[config.mk]
export PLATFORM = sky130hd
export DESIGN_NAME = pwr_wake_ctrl
export DESIGN_NICKNAME = d
export VERILOG_FILES = /design/src/pwr_pkg.sv /design/src/pwr_wake_ctrl.sv /design/src/pwr_idle_timer.sv
export SDC_FILE = /design/constraint.sdc
export NUM_CORES = 1
export LEC_CHECK = 0
export BUFFER_PORTS_ARGS = -buffer_cell sky130_fd_sc_hd__buf_2
export CAP_MARGIN = 20
export CORE_MARGIN = 10
export CORE_UTILIZATION = 35
export DETAILED_ROUTE_END_ITERATION = 16
export GPL_ROUTABILITY_DRIVEN = 0
export PLACE_DENSITY = 0.53
export SLEW_MARGIN = 10
export SYNTH_ARGS = -nofsm -noshare
export SYNTH_HDL_FRONTEND = slang
export SYNTH_SLANG_ARGS = --single-unit
[constraint.sdc]
create_clock -name i_sys_clk -period 7.22 [get_ports i_sys_clk]
set_input_delay 0.722 -clock i_sys_clk [delete_from_list [all_inputs] [get_ports i_sys_clk]]
set_output_delay 0.722 -clock i_sys_clk [all_outputs]
set_load 0.02 [all_outputs]
[src/pwr_pkg.sv]
// Package with register map, field layout and timing for power control.
// Overview of operation
// - Status bit 5 latches wake-up frame detection until written with one.
// - Status bit 4 latches magic packet detection until written with one.
// - Status bit 3 latches link-up detection until written with one.
// - Status bit 2 latches line energy detection until written with one.
// - Mode bits 1:0 select normal, energy detect, soft power-down.
// - Writing 0001 into status bits 5:2 clears the mode field.
// - Enable bit 4 picks wake pin polarity; zero means active low.
// - Enable bit 3 lets a wake-up frame assert the wake pin.
// - Enable bit 2 lets a magic packet assert the wake pin.
// - Enable bit 1 lets link-up assert the wake pin.
// - Enable bit 0 lets line energy assert the wake pin.
// - Energy mode sleeps after no energy for go-sleep count times 20 ms.
// - Clock-control bit 3 stops switch clock after MII idle period.
// - Switch clock restarts as soon as any MII becomes busy.
// - Clock-control bit 2 stops CPU clock after host and MII idle.
// - Wait field 1:0 selects 5.3 s, 1.6 s, 1 ms or 3.2 us.
package pwr_pkg;

	// ----------------------------------------------------------------
	// Register map
	// ----------------------------------------------------------------
	localparam logic [7:0]  OFS_PM_STATUS   = 8'h32;
	localparam logic [7:0]  OFS_WAKE_ENABLE = 8'h34;
	localparam logic [7:0]  OFS_GO_SLEEP    = 8'h36;
	localparam logic [7:0]  OFS_CLK_SHUT    = 8'h38;
	localparam logic [3:0]  MODE_CLEAR_PAT  = 4'h1;
	localparam logic [7:0]  GO_SLEEP_RESET  = 8'h8E;
	localparam int          ST_FRAME_BIT    = 5;
	localparam int          ST_EVENT_LSB    = 2;
	localparam int          EN_POL_BIT      = 4;
	localparam int          CS_SWITCH_BIT   = 3;
	localparam int          CS_CPU_BIT      = 2;
	localparam logic [1:0]  MODE_NORMAL     = 2'h0;
	localparam logic [1:0]  MODE_ENERGY     = 2'h1;
	localparam logic [1:0]  MODE_SOFT_DOWN  = 2'h2;

	// ----------------------------------------------------------------
	// Timing
	// ----------------------------------------------------------------
	localparam int CLK_MHZ        = 100;
	localparam int SLEEP_UNIT_MS  = 20;
	localparam int SLEEP_UNIT_CYC = SLEEP_UNIT_MS * 1000 * CLK_MHZ;
	localparam int WAIT0_US       = 5300000;
	localparam int WAIT1_US       = 1600000;
	localparam int WAIT2_US       = 1000;
	localparam int WAIT3_NS       = 3200;
	localparam int WAIT0_CYC      = WAIT0_US * CLK_MHZ;
	localparam int WAIT1_CYC      = WAIT1_US * CLK_MHZ;
	localparam int WAIT2_CYC      = WAIT2_US * CLK_MHZ;
	localparam int WAIT3_CYC      = WAIT3_NS * CLK_MHZ / 1000;
	localparam int IDLE_W         = 30;

	// ----------------------------------------------------------------
	// Carriers
	// ----------------------------------------------------------------
	typedef struct packed {
		logic wake_frame;
		logic magic;
		logic link_up;
		logic energy;
	} wake_events_t;

	typedef struct packed {
		logic [7:0]  addr;
		logic        wr;
		logic        rd;
		logic [15:0] wdata;
	} reg_req_t;

	typedef enum logic [1:0] {
		ST_AWAKE  = 2'b01,
		ST_ASLEEP = 2'b10
	} sleep_state_t;

endpackage

[src/pwr_wake_ctrl.sv]
// Wake event status, wake pin, sleep timing and clock gating control.
`timescale 1ns/1ns
module pwr_wake_ctrl #(
	parameter int SLEEP_UNIT = pwr_pkg::SLEEP_UNIT_CYC,
	parameter int WAIT0      = pwr_pkg::WAIT0_CYC,
	parameter int WAIT1      = pwr_pkg::WAIT1_CYC,
	parameter int WAIT2      = pwr_pkg::WAIT2_CYC,
	parameter int WAIT3      = pwr_pkg::WAIT3_CYC
) (
	// Clock and reset
	input  wire logic                  i_sys_clk,
	input  wire logic                  i_rst,
	// Host register port
	input  wire pwr_pkg::reg_req_t     i_req,
	output logic [15:0]                o_reg_rdata,
	output logic                       o_reg_rvalid,
	// Detector events and activity
	input  wire pwr_pkg::wake_events_t i_events,
	input  wire logic                  i_energy_present,
	input  wire logic [2:0]            i_mii_busy,
	input  wire logic                  i_host_active,
	// Power outputs
	output logic                       o_wake_event_pin,
	output logic [1:0]                 o_power_mode,
	output logic                       o_low_power,
	output logic                       o_switch_clk_en,
	output logic                       o_cpu_clk_en
);
	import pwr_pkg::*;

	// ----------------------------------------------------------------
	// Declarations
	// ----------------------------------------------------------------
	logic [3:0]         status_reg;
	logic [3:0]         status_next;
	logic [1:0]         mode_reg;
	logic [4:0]         enable_reg;
	logic [7:0]         go_sleep_reg;
	logic [4:0]         clk_ctrl_reg;
	logic [31:0]        tick_reg;
	logic [7:0]         sleep_cnt_reg;
	sleep_state_t       state_reg;
	sleep_state_t       state_next;
	logic               wr_status;
	logic               wr_enable;
	logic               wr_sleep;
	logic               wr_clk;
	logic [3:0]         w1c;
	logic [3:0]         ev_vec;
	logic               pin_active;
	logic               no_energy;
	logic               unit_done;
	logic [IDLE_W-1:0]  wait_limit;
	logic               mii_idle;
	logic               cpu_idle;

	assign wr_status = i_req.wr && i_req.addr == OFS_PM_STATUS;
	assign wr_enable = i_req.wr && i_req.addr == OFS_WAKE_ENABLE;
	assign wr_sleep  = i_req.wr && i_req.addr == OFS_GO_SLEEP;
	assign wr_clk    = i_req.wr && i_req.addr == OFS_CLK_SHUT;

	// ----------------------------------------------------------------
	// Wake event status
	// ----------------------------------------------------------------
	// Bit order follows the status register: frame, magic, link, energy.
	assign ev_vec = {i_events.wake_frame, i_events.magic,
		i_events.link_up, i_events.energy};
	assign w1c = wr_status ? i_req.wdata[ST_FRAME_BIT:ST_EVENT_LSB]
		: 4'h0;

	// A detection in the cycle of a clearing write is kept, never lost.
	assign status_next = (status_reg & ~w1c) | ev_vec;

	always_ff @(posedge i_sys_clk or posedge i_rst) begin
		if (i_rst) begin
			status_reg <= 4'h0;
		end else begin
			status_reg <= status_next;
		end
	end

	// ----------------------------------------------------------------
	// Power mode
	// ----------------------------------------------------------------
	// The clear pattern also clears the energy flag through its W1C bit.
	always_ff @(posedge i_sys_clk or posedge i_rst) begin
		if (i_rst) begin
			mode_reg <= MODE_NORMAL;
		end else if (wr_status) begin
			if (i_req.wdata[ST_FRAME_BIT:ST_EVENT_LSB] == MODE_CLEAR_PAT)
			begin
				mode_reg <= MODE_NORMAL;
			end else begin
				mode_reg <= i_req.wdata[1:0];
			end
		end
	end

	// ----------------------------------------------------------------
	// Configuration registers
	// ----------------------------------------------------------------
	always_ff @(posedge i_sys_clk or posedge i_rst) begin
		if (i_rst) begin
			enable_reg <= 5'h00;
		end else if (wr_enable) begin
			enable_reg <= i_req.wdata[4:0];
		end
	end

	always_ff @(posedge i_sys_clk or posedge i_rst) begin
		if (i_rst) begin
			go_sleep_reg <= GO_SLEEP_RESET;
		end else if (wr_sleep) begin
			go_sleep_reg <= i_req.wdata[7:0];
		end
	end

	// Bit 4 is a spare read/write bit with no effect.
	always_ff @(posedge i_sys_clk or posedge i_rst) begin
		if (i_rst) begin
			clk_ctrl_reg <= 5'h00;
		end else if (wr_clk) begin
			clk_ctrl_reg <= i_req.wdata[4:0];
		end
	end

	// ----------------------------------------------------------------
	// Register read
	// ----------------------------------------------------------------
	// Unmapped and reserved locations read as zero.
	always_ff @(posedge i_sys_clk or posedge i_rst) begin
		if (i_rst) begin
			o_reg_rdata <= 16'h0000;
		end else if (i_req.rd) begin
			unique case (i_req.addr)
				OFS_PM_STATUS:
					o_reg_rdata <= {10'h000, status_reg, mode_reg};
				OFS_WAKE_ENABLE:
					o_reg_rdata <= {11'h000, enable_reg};
				OFS_GO_SLEEP:
					o_reg_rdata <= {8'h00, go_sleep_reg};
				OFS_CLK_SHUT:
					o_reg_rdata <= {11'h000, clk_ctrl_reg};
				default:
					o_reg_rdata <= 16'h0000;
			endcase
		end
	end

	always_ff @(posedge i_sys_clk or posedge i_rst) begin
		if (i_rst) begin
			o_reg_rvalid <= 1'b0;
		end else begin
			o_reg_rvalid <= i_req.rd;
		end
	end

	// ----------------------------------------------------------------
	// Wake event pin
	// ----------------------------------------------------------------
	// Level output: it follows the sticky bits, so software deasserts it
	// by clearing the enabled flags or by clearing their enable bits.
	assign pin_active = |(status_reg & enable_reg[3:0]);

	always_ff @(posedge i_sys_clk or posedge i_rst) begin
		if (i_rst) begin
			o_wake_event_pin <= 1'b1;
		end else if (enable_reg[EN_POL_BIT]) begin
			o_wake_event_pin <= pin_active;
		end else begin
			o_wake_event_pin <= ~pin_active;
		end
	end

	// ----------------------------------------------------------------
	// Go-sleep timing
	// ----------------------------------------------------------------
	assign no_energy = mode_reg == MODE_ENERGY && !i_energy_present;
	assign unit_done = tick_reg == 32'(SLEEP_UNIT - 1);

	// The unit tick restarts whenever energy returns, so the count only
	// grows over an unbroken no-energy spell.
	always_ff @(posedge i_sys_clk or posedge i_rst) begin
		if (i_rst) begin
			tick_reg <= 32'h00000000;
		end else if (!no_energy || unit_done) begin
			tick_reg <= 32'h00000000;
		end else begin
			tick_reg <= tick_reg + 32'h00000001;
		end
	end

	always_ff @(posedge i_sys_clk or posedge i_rst) begin
		if (i_rst) begin
			sleep_cnt_reg <= 8'h00;
		end else if (!no_energy) begin
			sleep_cnt_reg <= 8'h00;
		end else if (unit_done && sleep_cnt_reg != 8'hFF) begin
			sleep_cnt_reg <= sleep_cnt_reg + 8'h01;
		end
	end

	always_comb begin
		state_next = state_reg;
		unique case (state_reg)
			ST_AWAKE: begin
				if (no_energy && sleep_cnt_reg >= go_sleep_reg) begin
					state_next = ST_ASLEEP;
				end
			end
			ST_ASLEEP: begin
				if (!no_energy) begin
					state_next = ST_AWAKE;
				end
			end
			default: state_next = ST_AWAKE;
		endcase
	end

	always_ff @(posedge i_sys_clk or posedge i_rst) begin
		if (i_rst) begin
			state_reg <= ST_AWAKE;
		end else begin
			state_reg <= state_next;
		end
	end

	// Registered copy of the sleep state, so the output carries no decode.
	always_ff @(posedge i_sys_clk or posedge i_rst) begin
		if (i_rst) begin
			o_low_power <= 1'b0;
		end else begin
			o_low_power <= state_next == ST_ASLEEP;
		end
	end

	assign o_power_mode = mode_reg;

	// ----------------------------------------------------------------
	// Clock tree gating
	// ----------------------------------------------------------------
	always_comb begin
		unique case (clk_ctrl_reg[1:0])
			2'h0: wait_limit = IDLE_W'(WAIT0);
			2'h1: wait_limit = IDLE_W'(WAIT1);
			2'h2: wait_limit = IDLE_W'(WAIT2);
			2'h3: wait_limit = IDLE_W'(WAIT3);
		endcase
	end

	assign mii_idle = ~|i_mii_busy;
	assign cpu_idle = mii_idle && !i_host_active;

	pwr_idle_timer #(
		.W (IDLE_W)
	) u_switch_timer (
		.i_sys_clk (i_sys_clk),
		.i_rst     (i_rst),
		.i_enable  (clk_ctrl_reg[CS_SWITCH_BIT]),
		.i_idle    (mii_idle),
		.i_limit   (wait_limit),
		.o_clk_en  (o_switch_clk_en)
	);

	pwr_idle_timer #(
		.W (IDLE_W)
	) u_cpu_timer (
		.i_sys_clk (i_sys_clk),
		.i_rst     (i_rst),
		.i_enable  (clk_ctrl_reg[CS_CPU_BIT]),
		.i_idle    (cpu_idle),
		.i_limit   (wait_limit),
		.o_clk_en  (o_cpu_clk_en)
	);

	// ----------------------------------------------------------------
	// Checks
	// ----------------------------------------------------------------
	a_frame_set_wins: assert property (
		@(posedge i_sys_clk) disable iff (i_rst)
		i_events.wake_frame |=> status_reg[3])
		else $error("wake frame event lost");

	a_magic_sticky: assert property (
		@(posedge i_sys_clk) disable iff (i_rst)
		status_reg[2] && !(wr_status && i_req.wdata[4]) |=> status_reg[2])
		else $error("magic flag dropped without clear");

	a_link_w1c: assert property (
		@(posedge i_sys_clk) disable iff (i_rst)
		wr_status && i_req.wdata[3] && !i_events.link_up
			|=> !status_reg[1])
		else $error("link flag not cleared by write one");

	a_mode_clear: assert property (
		@(posedge i_sys_clk) disable iff (i_rst)
		wr_status && i_req.wdata[5:2] == MODE_CLEAR_PAT
			|=> mode_reg == MODE_NORMAL)
		else $error("mode not cleared by clear pattern");

	a_pin_level: assert property (
		@(posedge i_sys_clk) disable iff (i_rst)
		##1 o_wake_event_pin == ($past(enable_reg[EN_POL_BIT])
			~^ |($past(status_reg) & $past(enable_reg[3:0]))))
		else $error("wake pin level wrong");

	a_sleep_exit: assert property (
		@(posedge i_sys_clk) disable iff (i_rst)
		o_low_power && i_energy_present |=> !o_low_power)
		else $error("did not wake on energy");

	a_sleep_only_energy: assert property (
		@(posedge i_sys_clk) disable iff (i_rst)
		$rose(o_low_power) |-> $past(mode_reg) == MODE_ENERGY
			&& $past(sleep_cnt_reg) >= $past(go_sleep_reg))
		else $error("sleep entered early or outside energy mode");

	a_read_answer: assert property (
		@(posedge i_sys_clk) disable iff (i_rst)
		i_req.rd && i_req.addr == OFS_PM_STATUS
			|=> o_reg_rvalid && o_reg_rdata[1:0] == $past(mode_reg))
		else $error("status read does not show mode");

	a_energy_sticky: assert property (
		@(posedge i_sys_clk) disable iff (i_rst)
		status_reg[0] && !(wr_status && i_req.wdata[2]) |=> status_reg[0])
		else $error("energy flag dropped without clear");

	a_mode_write: assert property (
		@(posedge i_sys_clk) disable iff (i_rst)
		wr_status && i_req.wdata[5:2] != MODE_CLEAR_PAT
			|=> mode_reg == $past(i_req.wdata[1:0]))
		else $error("mode field not loaded by write");

	a_go_sleep_load: assert property (
		@(posedge i_sys_clk) disable iff (i_rst)
		wr_sleep |=> go_sleep_reg == $past(i_req.wdata[7:0]))
		else $error("go-sleep count not loaded by write");

	a_switch_always_on: assert property (
		@(posedge i_sys_clk) disable iff (i_rst)
		!clk_ctrl_reg[CS_SWITCH_BIT] |=> o_switch_clk_en)
		else $error("switch clock gated while disabled");

	a_cpu_on_activity: assert property (
		@(posedge i_sys_clk) disable iff (i_rst)
		i_host_active || |i_mii_busy |=> o_cpu_clk_en)
		else $error("cpu clock not restored after activity");

endmodule

[src/pwr_idle_timer.sv]
// Idle timer that gates one clock after a programmable idle period.
`timescale 1ns/1ns
module pwr_idle_timer #(
	parameter int W = 30
) (
	// Clock and reset
	input  wire logic         i_sys_clk,
	input  wire logic         i_rst,
	// Control
	input  wire logic         i_enable,
	input  wire logic         i_idle,
	input  wire logic [W-1:0] i_limit,
	// Gate
	output logic              o_clk_en
);

	logic [W-1:0] cnt_reg;

	// ----------------------------------------------------------------
	// Idle counter
	// ----------------------------------------------------------------
	// Saturates at the limit so a long idle spell never wraps round.
	always_ff @(posedge i_sys_clk or posedge i_rst) begin
		if (i_rst) begin
			cnt_reg <= '0;
		end else if (!i_enable || !i_idle) begin
			cnt_reg <= '0;
		end else if (cnt_reg < i_limit) begin
			cnt_reg <= cnt_reg + 1'b1;
		end
	end

	// Gate drops only after more idle cycles than the limit.
	always_ff @(posedge i_sys_clk or posedge i_rst) begin
		if (i_rst) begin
			o_clk_en <= 1'b1;
		end else if (!i_enable || !i_idle) begin
			o_clk_en <= 1'b1;
		end else if (cnt_reg == i_limit) begin
			o_clk_en <= 1'b0;
		end
	end

	a_wake_on_busy: assert property (
		@(posedge i_sys_clk) disable iff (i_rst)
		!i_idle |=> o_clk_en)
		else $error("clock not restored after activity");

	a_gate_after_limit: assert property (
		@(posedge i_sys_clk) disable iff (i_rst)
		$fell(o_clk_en) |-> $past(i_enable) && $past(i_idle)
			&& $past(cnt_reg) == $past(i_limit))
		else $error("clock gated before idle limit");

endmodule

* After elaboration in Yosys (flattened, before gate mapping)
Index checks and enable logic that the tools add are counted.
** Cells by class
- Add/subtract/negate cells :: 4
- $mul :: 0
- Divide/modulo/power cells :: 0
- $lt $le $gt $ge :: 3
- Eq/ne operators :: 17
- Shift-type cells :: 0
- Multiplexer cells :: 19
- Bitwise logic cells :: 5
- Reduce and logical (&&, ||, !) cells :: 25
** Operators with widths (number)
- two-way mux 30 bit :: 4
- one-hot mux 30 bit (4 select lines) :: 1
- adder 30 x 1 -> 30 bit (second input constant) :: 2
- == test 30 bit :: 2
- less-than comparator 30 bit :: 2
- adder 32 x 1 -> 32 bit (second input constant) :: 1
- == test 32 x 21 -> 1 bit (second input constant) :: 1
- == test 8 x 6 -> 1 bit (second input constant) :: 4
- two-way mux 32 bit :: 1
- one-hot mux 8 bit (4 select lines) :: 1
- two-way mux 8 bit :: 2
- adder 8 x 1 -> 8 bit (second input constant) :: 1
- bitwise AND 4 bit :: 2
- == test 2 bit (second input constant) :: 4
- >= comparator 8 bit :: 1
- logical AND 1 bit :: 8
- inequality test 8 bit (second input constant) :: 1
- nonzero test 2 bit :: 4
- logical NOT 1 bit :: 7
- == test 2 x 1 -> 1 bit (second input constant) :: 3
- two-way mux 2 bit :: 3
- two-way mux 1 bit :: 5
- == test 4 x 1 -> 1 bit (second input constant) :: 1
- two-way mux 4 bit :: 1
- other kinds (9) :: 11
** Storage, ports and cells
- Register bits after elaboration :: 147
- Latch bits :: 0
- Memory bits (writable) :: 0
- Memory bits (read-only) :: 0
- Bits of input ports :: 37
- Output and inout port bits :: 23
- Word-level logic and storage cells :: 89
- Memories :: 0

* Longest topological paths before layout
Gate-level depths: netlist of run 1.
- Word-level depth :: 6
- Depth in mapped cells :: 11
- Mapped depth without buffers :: 10

* By module
A second synthesis of run 1 with hierarchy kept.
** Unflattened totals
- Cell total of the unflattened synthesis :: 982
- Area total of the unflattened synthesis :: 8919.8 µm²
** By module, submodules not included
- pwr_idle_timer :: instances 2, cells an instance 292, area an instance 2444.8 µm², sequential area each 777.0 µm²
- pwr_wake_ctrl :: instances 1, cells an instance 398, area an instance 4030.1 µm², sequential area each 1934.4 µm²

* Least setup slack after synthesis of run 1
Ideal clock, no wire load.
- Path type :: register to register
- Start :: register clk_ctrl_reg[0]
- End :: register u_cpu_timer.cnt_reg[16]
- Setup time :: 0.132 ns
- Arrival time :: 2.655 ns
- Data required time :: 7.088 ns
- Path slack :: 4.433 ns
- Cell stages (with the launch flop) :: 11
- Buffers on the path :: 1
- Clock period less this slack :: 2.787 ns
- Path through :: dfrtp_1 -> or2_2 -> ha_1 -> and2_0 -> a221oi_1 -> o211ai_1 -> a211o_1 -> clkbuf_1 -> nor4_1 -> xnor2_1 -> nor2_1
** On the way
- Longest elaborated chain between the ends :: 4
- Elaborated cells between the ends (all ways) :: 7
- Classes of those cells :: 1 x order compare; 3 x eq/ne; 1 x mux; 2 x reduce/logical
** RTL lines
- from (decl) :: RTL line pwr_wake_ctrl.sv:39 : logic [4:0] clk_ctrl_reg;
- from (signal assigned) :: RTL line pwr_wake_ctrl.sv:123 : clk_ctrl_reg <= i_req.wdata[4:0];
- == test 2 bit, or another cell as far along :: RTL line pwr_wake_ctrl.sv:243 : unique case (clk_ctrl_reg[1:0])
- one-hot mux 30 bit (4 select lines) * :: RTL line pwr_wake_ctrl.sv:243
- less-than comparator 30 bit * :: RTL line pwr_idle_timer.sv:28 : end else if (cnt_reg < i_limit) begin
- nonzero test 2 bit (no line) *
- to (signal assigned) :: RTL line pwr_idle_timer.sv:29 : cnt_reg <= cnt_reg + 1'b1;
- to (decl) :: RTL line pwr_idle_timer.sv:17 : logic [W-1:0] cnt_reg;
Every way passes the cells marked *; elsewhere a longest branch is shown, timed or not. The select of a mux whose other input is x is not followed.
A chain may end at the register's enable or synchronous reset.

* Worst setup path in the final report of run 1
- Start :: register clk_ctrl_reg[1]
- End :: register u_cpu_timer.cnt_reg[29]
The elaborated chain is that of the path after synthesis.

==> results of run 1 <==
## worst paths after layout
| kind | start | endpoint | slack, ps |
|---|---|---|---|
| setup / recovery | clk_ctrl_reg[1]$_DFFE_PP0P_ | u_cpu_timer.cnt_reg[29]$_DFFE_PP0P_ | 3450 |
| hold / removal | i_rst | tick_reg[27]$_DFF_PP0_ | 390 |
| setup reg to reg | clk_ctrl_reg[1]$_DFFE_PP0P_ | u_cpu_timer.cnt_reg[29]$_DFFE_PP0P_ | 3450 |
| hold reg to reg | tick_reg[0]$_DFF_PP0_ | tick_reg[0]$_DFF_PP0_ | 490 |
| max in group asynchronous | i_rst | tick_reg[31]$_DFF_PP0_ | 5460 |
| min in group i_sys_clk | i_events[1] | status_reg[1]$_DFF_PP0_ | 460 |
## report_power, final
| part | total (W) | internal [W] | switching, W |
|---|---|---|---|
| clock | 0.000885 | 0.000467 | 0.000418 |
| sequential | 0.000802 | 0.000792 | 0.00000998 |
| combinational | 0.0000939 | 0.0000351 | 0.0000589 |
## per-layer routing
metal | track usage | up-vias
li1 | - | 2973
met1 | 0.181 | 2880
met2 | 0.198 | 65
met3 | 0.0233 | 11
met4 | 0.0374 | 0
met5 | 0 | -
## critical path, cell delays in order, from the launching register on
cell and delay [ps]:
dfrtp_1 640, or2_2 550, ha_1 340, nand4b_1 160, or3_1 420, o211ai_1 190, a211o_1 860, nor3_1 210
a2bb2o_1 300
## placed cells by master (no fill, tap or decap), drive strengths merged, types with 4 or more instances in the layout
master and instances:
a211o 4, a211oi 4, a21o 11, a21oi 26, a222oi 4, and3 10, and4 4, buf 48
clkbuf 17, clkinv 4, conb 8, dfrtp 131, dfstp 8, ha 58, inv 56, mux2 22
nand2 55, nand3 49, nand4 17, nand4b 6, nor2 101, nor3 25, nor3b 5, nor4 28
nor4b 5, o21ai 16, o22ai 6, or2 5, or3 19, or4 5, xnor2 58, xor2 24
## layout make-up
| cell class | instances | share of cell area |
|---|---|---|
| multi-input cells | 610 | 0.461 |
| flip-flops and latches | 139 | 0.384 |
| clock buffers | 17 | 0.0469 |
| well taps | 285 | 0.0393 |
| repair buffers | 48 | 0.0309 |
| inverters | 46 | 0.0196 |
| clock inverters | 15 | 0.0185 |
## kinds of logic after synthesis
family,after synthesis
AND/OR/NAND/NOR,345
XOR/XNOR,82
AO/OA/AOI/OAI,92
other,1
flip-flops,139
buffers and inverters,84
adder cells (fa/ha/maj),58
multiplexers,25
## metrics by stage
step	setup slack (ps)	power, W	utilization
finish	3450	0.00178	0.402
global route	3080	0.00185	0.402
CTS	3380	0.00181	0.400
detailed placement	3390	0.000913	0.374
global placement	3380	0.000912	0.374
floorplan	2790	0.000882	-
==> impl_results.md, run 1 <==
- Die Ht: ~170 um
- Post-route minimum period: 3770 ps
- Starting density of the core: 0.354
- Register Area: 3490 um^2
- DR WL met3: 441 um
- Clock slew at reported path FFs: 80 ps
- GR Overflow Total: 0
- Synth Area in XOR/XNOR: 0.0899
- Worst hold margin: approximately 400 ps
- Pwr/cell area: around 200 nW/um^2
- Worst-skew pair later-pin latency: 440 ps
- Initial antenna violation count: 0
- Post-synth EDFFs: 0
- Area fraction in compound gates after synthesis: 0.0772
- RSZ-0062 raised after global routing: false
- Setup TNS: 0 ps
- Crit path launch type: flop
- Yosys top cell area share: 0.410
- CTS tree: done
- R2r worst-path depth: 8
- Layout area overhead: 13.6%
- Fraction of layout cells with a size suffix above 1: 0.151
- Area of the die: 29300 um^2
- Main combinational cell family by area after synthesis: simple AND/OR/NAND/NOR gates
- IO Pins: 60
- Commonest cells in the synthesized netlist: dfrtp_1, nor2_1, ha_1, xnor2_1, nand2_1
- Post-CTS Hold Fix Bufs: 0
- # DRC: 0
- Final hold vios: 0
- Synth Area in Adders: 0.0908
- Sinks on Clock Net: about 140
- Synth area leader: dfrtp_1
- #FFs+latches synth: approximately 140
- Width of the chip: 171 um
- Post-synth ARST share: 1.00
- Fmax: 265 MHz
- Post-Route WL: 18000 um
- GRT Util Overall: 0.129
- Length of routed met2 wiring: ~8000 um
- Hold crit path type: primary input to async pin
- Status: completed
- Crit end category: flop
- Mux share of post-synthesis cell area: 0.0348
- Crit-path max FO: 33
- Post-CTS Setup Bufs: 0
- DP Area: 8440 um^2
- Pins Over Slew Limit: 0
- Final setup viols: 0
- Clock Root Buffer: clkbuf_16
- Final Skew: 15.1 ps
- Main synth FF type: dfrtp_1
- Worst-Margin Slew: between 1000 and 1500 ps
- Largest cells by area after synthesis: dfrtp_1, ha_1, xnor2_1
- Crit path required time: between 7000 and 8000 ps
- Hpwl dp: 12500 um
- Final Non-Filler Cells: 1160
- Top layer in use: met4
- Antenna diodes: 0
- Clk buf depth: 2
- Seq/Total Area, Yosys: 0.437
- Final Net Count: ~960
- WL/cell: between 15 and 20 um
- Cell total after placement: around 1100
- Mapped Area: 7990 um^2
- Via density per instance: around 5.1
- Leak: 3.72 nW
- Final instance area: about 9000 um^2
- Detail Route Antenna Nets: 0
- Worst slew margin: 0.271
- CTS buffer count: 17
- Vias in the first global route: ~6000
- Core area: between 20000 and 25000 um^2
- Worst Setup Path Type: flop to flop
- Largest net degree at the start of global routing: 73
- Multi-input gate area: 4180 um^2
- YS warnings: 0
- Routed metal-1 wirelength: about 9000 um
- Starting DRC count in detailed routing: a little under 500
- Final period util: 0.522
- Post-synth cell types: 62
- Critical Path AT: 4100 ps
- TritonRoute pass-1 iters: 4
- Synth Area per Inst: a little under 10 um^2
- First-pass GRT wire length: roughly 30000 um
- DR vias: between 5000 and 6000
- Top-count cell post-synth: dfrtp_1
- Port Buffers: 43
- Cells after synthesis: around 830
- H-tree levels: 4
- Worst vdd ir: about 0.00013 V
- Maxcap violations: 0
- Fillers: ~2300
- Number of flip-flops in the largest register: 32
- Post-cts sizing count: 0
- Synth Area in Simple Gates: 0.226
- # rows: 55
Note: power is estimated with default switching activity, not from simulation.
==> run 2: changes to the inputs <==
==> constraint.sdc (replaced) <==
create_clock -name i_sys_clk -period 3.92 [get_ports i_sys_clk]
set_input_delay 0.392 -clock i_sys_clk [delete_from_list [all_inputs] [get_ports i_sys_clk]]
set_output_delay 0.392 -clock i_sys_clk [all_outputs]
set_load 0.02 [all_outputs]
==> run 2 against run 1 <==
Cell area up 0.76%. First-iteration DRC count decreased by 33%. Clock-buffer cell count is the same. Critical path depth increased by 2. Via count shrank 0.39%. Wire length shrank 1.4%. Die area did not move. Hold slack lost 320 ps. Highest routed layer unchanged. Sequential power up 85%.
==> impl_results.md, run 2 (same netlist as run 1, synthesis figures left out) <==
- Post-cts sizing count: 0 (unchanged)
- Clk network pwr share: 0.498 (about the same)
- Post-CTS Hold Fix Bufs: 0 (unchanged)
- Clock Root Buffer: clkbuf_16
- Number of flip-flops in the largest register: 32 (unchanged)
- Net Sw Frac: 0.260 (-0.0127)
- Seq pwr share: 0.447 (-0.003)
- Psw: 0.000860 W (+77%)
- Antenna diodes: 0 (unchanged)
- Worst-Margin Slew: 781 ps (-313 ps)
- Pwr/cell area: 361 nW/um^2 (+84%)
- Final hold vios: 0 (unchanged)
- Detail Route Antenna Nets: 0 (unchanged)
- DR vias: 5906 (-0.39%)
- Crit path required time: 4230 ps (-3320 ps)
- Final period util: 0.829 (+0.307)
- Post-Route WL: 17700 um (-1.4%)
- WP buf/inv: 1 (+1)
- # DRC: 0 (unchanged)
- R2r worst-path depth: 10 (+2)
- Routed metal-1 wirelength: 9200 um (+0.38%)
- Status: completed
- Clk buf depth: 2 (unchanged)
- Layout area overhead: 14.5%
- Core area: 22600 um^2 (unchanged)
- Length of routed met2 wiring: 7920 um (-3.4%)
- First-pass GRT wire length: 30400 um (-1.5%)
- IO Pins: 60 (unchanged)
- Pins Over Slew Limit: 0 (unchanged)
- Hold crit path type: primary input to async pin
- Post-route minimum period: 3250 ps (-520 ps)
- Crit-path max FO: 14 (-58%)
- RSZ-0062 raised after global routing: false
- Final Skew: 10.8 ps (-4.30 ps)
- CTS buffer count: 17 (unchanged)
- Final Net Count: 965 (+0.84%)
- Crit end category: flop
- Top layer in use: met4
- Clock slew at reported path FFs: 70 ps (about the same)
- Maxcap violations: 0 (unchanged)
- DR WL met3: 438 um (-0.68%)
- Worst path cell trace: or2_2 -> ha_1 -> nand4b_1 -> nor2_1 -> a2111oi_0 -> o2111ai_2 -> buf_4 -> nor4_1 -> xnor2_1 -> nor2_1
- Fmax: 308 MHz (+16%)
- WL/cell: 15.2 um (-2.0%)
- Worst-skew pair later-pin latency: 430 ps (about the same)
- Worst slew margin: 0.475 (+0.205)
- Setup TNS: 0 ps (unchanged)
- TritonRoute pass-1 iters: 4 (unchanged)
- Max incr delay on CP: 470 ps (-390 ps)
- Largest net degree at the start of global routing: 59 (-19%)
- Combinational group share of total power: 0.055 (+0.002)
- Worst hold margin: 73.6 ps (-320 ps)
- Slowest cell on the critical path: dfrtp_1
- Post-CTS Setup Bufs: 0 (unchanged)
- Worst vdd ir: 0.000247 V (+89%)
- Crit path launch type: flop
- Sinks on Clock Net: 139 (unchanged)
- Vias in the first global route: 5835 (-2.2%)
- Final setup viols: 0 (unchanged)
- Area of the die: 29300 um^2 (unchanged)
- CTS tree: done
- Worst Setup Path Type: flop to flop
- Port Buffers: 43 (unchanged)
- Width of the chip: 171 um (unchanged)
- H-tree levels: 4 (unchanged)
- Starting DRC count in detailed routing: 331 (-33%)
- Leak: 3.76 nW (+1.2%)
- Final Total Pwr: 0.00330 W (+85%)
- Post-route setup slack: 671 ps (-2780 ps)
- # rows: 55 (unchanged)
- Die Ht: 171 um (unchanged)
- GRT Util Overall: 0.127 (-0.00178)
- Via density per instance: 5.06 (-1.1%)
- Top delay family on crit path: simple AND/OR/NAND/NOR gates
- GR Overflow Total: 0 (unchanged)
- Pint: 0.00244 W (+89%)
- Fraction of layout cells with a size suffix above 1: 0.159 (+0.00769)
- Commonest non-fill, non-tap cell in the layout: dfrtp_1
- Initial antenna violation count: 0 (unchanged)
- Hpwl dp: 12600 um (+0.86%)
- DP Worst Slack: 647 ps (-2750 ps)
- Starting density of the core: 0.354 (unchanged)
- Most used cell, CP: nor2_1
- Most frequent cells in the layout: dfrtp_1, nor2_1, xnor2_1, ha_1, nand2_1
- Critical Path AT: 3560 ps (-540 ps)
- Stages on worst setup path: 10 (+2)
## run 2: cell count changes in the layout (fill, tap and decap cells not counted), moves of 2 or more
cell	change
buf_4	+8
clkinv_4	+4
inv_6	-3
buf_12	+2
## run 2: worst reg2reg max path, delay by kind of cell (launching register included)
kind,cells,cell delay (ps)
compound gates,2,810
buf+inv,1,300
fa+ha+maj,1,330
xor+xnor,1,160
simple gates,5,1060
flops,1,470
## run 2: routing by layer
layer	GRT usage	vias to the layer above
met4	0.0352	0
li1	-	3002
met5	0	-
met1	0.179	2819
met2	0.194	71
met3	0.0226	14
## run 2: final timing paths
| path | startpoint | to | slack, ps |
|---|---|---|---|
| hold / removal | i_rst | o_reg_rvalid$_DFF_PP0_ | 70 |
| min in group i_sys_clk | i_events[3] | status_reg[3]$_DFF_PP0_ | 140 |
| max in group asynchronous | i_rst | u_switch_timer.o_clk_en$_DFFE_PP1P_ | 3060 |
| hold reg to reg | enable_reg[4]$_DFFE_PP0P_ | o_wake_event_pin$_DFF_PP1_ | 480 |
| setup / recovery | clk_ctrl_reg[0]$_DFFE_PP0P_ | u_switch_timer.cnt_reg[24]$_DFFE_PP0P_ | 670 |
| setup reg to reg | clk_ctrl_reg[0]$_DFFE_PP0P_ | u_switch_timer.cnt_reg[24]$_DFFE_PP0P_ | 670 |
## run 2: cell type report
cell class / instances / area (um^2)
fill: 2267 / 13400
multi-input combinational: 610 / 4180
sequential: 139 / 3490
clock buffer: 17 / 425
tap: 285 / 357
timing repair buffer: 56 / 338
clock inverter: 15 / 180
inverter: 46 / 176
## run 2: power by group through the flow
stage / clock network (W) / registers, W / logic (W)
floorplan: 0 / 0.00150 / 0.000123
global placement: 0 / 0.00150 / 0.000182
detailed placement: 0 / 0.00150 / 0.000184
CTS: 0.00169 / 0.00148 / 0.000185
global route: 0.00176 / 0.00148 / 0.000205
finish: 0.00165 / 0.00148 / 0.000181
## run 2: metrics by stage
stage	instance area, um^2	util	cells
finish	9150	0.405	1168
global route	9150	0.405	1168
CTS	9150	0.405	1168
detailed placement	8540	0.378	1136
global placement	8540	0.378	1136
floorplan	8020	-	833
==> run 3: changes to the inputs <==
--- a/config.mk
+++ b/config.mk
@@ -11,7 +11,7 @@
 export CORE_UTILIZATION = 35
 export DETAILED_ROUTE_END_ITERATION = 16
 export GPL_ROUTABILITY_DRIVEN = 0
-export PLACE_DENSITY = 0.53
+export PLACE_DENSITY = 0.55
 export SLEW_MARGIN = 10
 export SYNTH_ARGS = -nofsm -noshare
 export SYNTH_HDL_FRONTEND = slang
==> constraint.sdc (replaced) <==
create_clock -name i_sys_clk -period 2.65 [get_ports i_sys_clk]
set_input_delay 0.265 -clock i_sys_clk [delete_from_list [all_inputs] [get_ports i_sys_clk]]
set_output_delay 0.265 -clock i_sys_clk [all_outputs]
set_load 0.02 [all_outputs]
==> run 3 against run 2 <==
The run now ends with setup timing left. Clock skew grew 3.3 ps. Total power grew 47%. Non-clock buffer count grew 58. Fmax grew 17%.
==> impl_results.md, run 3 (same netlist as run 1, synthesis figures left out) <==
- WP buf/inv: 4 (+3)
- Max incr delay on CP: 440 ps (-30 ps)
- IO Pins: 60 (unchanged)
- Pwr/cell area: 465 nW/um^2 (+29%)
- Detail Route Antenna Nets: 0 (unchanged)
- Clock slew at reported path FFs: 70 ps (about the same)
- Starting DRC count in detailed routing: 345 (+4.2%)
- Worst-skew pair later-pin latency: 430 ps (about the same)
- Post-route setup slack: -132 ps (-803 ps)
- Clk buf depth: 2 (unchanged)
- Number of flip-flops in the largest register: 32 (unchanged)
- Most frequent cells in the layout: dfrtp_1, nor2_1, xnor2_1
- Largest net degree at the start of global routing: 46 (-22%)
- Commonest non-fill, non-tap cell in the layout: dfrtp_1
- Post-Route WL: 19500 um (+9.8%)
- CTS tree: done
- Failing checks: setup timing
- Worst Setup Path Type: flop to flop
- Worst slew margin: 0.379 (-0.0962)
- Post-route minimum period: 2780 ps (-467 ps)
- Sinks on Clock Net: 139 (unchanged)
- DR vias: 6275 (+6.2%)
- Hpwl dp: 13100 um (+4.4%)
- Port Buffers: 43 (unchanged)
- Width of the chip: 171 um (unchanged)
- Crit-path max FO: 6 (-8)
- RSZ-0062 raised after global routing: true
- Pins Over Slew Limit: 0 (unchanged)
- Worst hold margin: 24.6 ps (-49.0 ps)
- R2R setup slack: -130 ps (-800 ps)
- TritonRoute pass-1 iters: 4 (unchanged)
- Clock Root Buffer: clkbuf_16
- Slowest cell on the critical path: dfrtp_2
- Fmax: 359 MHz (+17%)
- Leak: 4.10 nW (+9.1%)
- CTS buffer count: 17 (unchanged)
- Status: finished, violations left
- Starting density of the core: 0.354 (unchanged)
- Fraction of layout cells with a size suffix above 1: 0.290 (+0.131)
- GR Overflow Total: 0 (unchanged)
- # rows: 55 (unchanged)
- Core area: 22600 um^2 (unchanged)
- Via density per instance: 5.11 (+1.1%)
- Final Skew: 14.1 ps (+3.25 ps)
- Area of the die: 29300 um^2 (unchanged)
- Setup TNS: -3110 ps (-3110 ps)
- Maxcap violations: 0 (unchanged)
- GRT Util Overall: 0.136 (+0.00848)
- Worst path cell trace: or2_4 -> buf_6 -> ha_4 -> a21oi_2 -> nor2_1 -> a2111oi_2 -> buf_4 -> o2111ai_4 -> buf_8 -> buf_12 -> or3_1 -> a21oi_1
- Final hold vios: 0 (unchanged)
- # DRC: 0 (unchanged)
- Top delay family on crit path: compound AO/OA/AOI/OAI gates
- Crit path launch type: flop
- Layout area overhead: 30.6%
- Worst-Margin Slew: 929 ps (+148 ps)
- WL/cell: 15.9 um (+4.5%)
- Final Net Count: 1024 (+6.1%)
- Final setup viols: 46 (+46)
- Worst vdd ir: 0.000326 V (+32%)
- Hold crit path type: primary input to flop
- Antenna diodes: 0 (unchanged)
- Critical Path AT: 3120 ps (-440 ps)
- Vias in the first global route: 6405 (+9.8%)
- H-tree levels: 4 (unchanged)
- Crit end category: flop
- First-pass GRT wire length: 32600 um (+7.3%)
- Crit path required time: 2990 ps (-1240 ps)
- Die Ht: 171 um (unchanged)
- Initial antenna violation count: 0 (unchanged)
- Final period util: 1.05 (+0.221)
==> run 3: what timing repair did <==
item / 4_1_cts / 5_1_grt
setup buffers: 10 / 5
cloned: 2 / 2
resized for setup: 77 / 52
pin swaps: 31 / 52
endpoints found under the hold margin: 25 / 0
hold buffers: 2 / 0
setup endpoints to repair: 58 / 60
==> run 3: area by class of cell <==
cell class	count	area, um^2
clock buffers	17	425
clock inverters	15	151
fillers	2135	12100
inverters	46	176
multi-input cells	611	4870
flip-flops and latches	139	3490
well taps	285	357
repair buffers	114	968
==> run 3: report_power, final <==
part           switching, W  internal (W)  leakage (nW)
registers         0.0000239       0.00216          1.89
logic              0.000185      0.000147          1.94
clock network       0.00108       0.00125         0.282
total               0.00129       0.00356          4.10
==> run 3: path summary, 6_finish.rpt <==
check                      depth (start not counted)                               endpoint                         from
hold / removal                                     2                status_reg[1]$_DFF_PP0_                  i_events[1]
setup reg to reg                                  12  u_switch_timer.cnt_reg[4]$_DFFE_PP0P_  clk_ctrl_reg[0]$_DFFE_PP0P_
hold reg to reg                                    1             o_wake_event_pin$_DFF_PP1_    enable_reg[4]$_DFFE_PP0P_
max in group asynchronous                          4    u_switch_timer.o_clk_en$_DFFE_PP1P_                        i_rst
setup / recovery                                  12  u_switch_timer.cnt_reg[4]$_DFFE_PP0P_  clk_ctrl_reg[0]$_DFFE_PP0P_
min in group asynchronous                          3                status_reg[3]$_DFF_PP0_                        i_rst
==> run 3: per-stage QoR <==
step | instance area (um^2) | total power (W) | worst slack (ps) | instances | utilization
2_1_floorplan | 8030 | 0.00241 | -23.2 | 833 | -
3_3_place_gp | 8900 | 0.00251 | -260 | 1174 | 0.394
3_5_place_dp | 8900 | 0.00252 | -293 | 1174 | 0.394
4_1_cts | 10000 | 0.00491 | -42.3 | 1220 | 0.445
5_1_grt | 10400 | 0.00505 | -264 | 1227 | 0.462
6_report | 10400 | 0.00485 | -132 | 1227 | 0.462
==> run 3: metal layers <==
layer,routed length [um],GRT usage,vias to the layer above
met5,0,0,-
li1,-,-,3107
met2,9260,0.213,69
met4,290,0.0442,0
met3,566,0.0276,23
met1,9360,0.183,3076
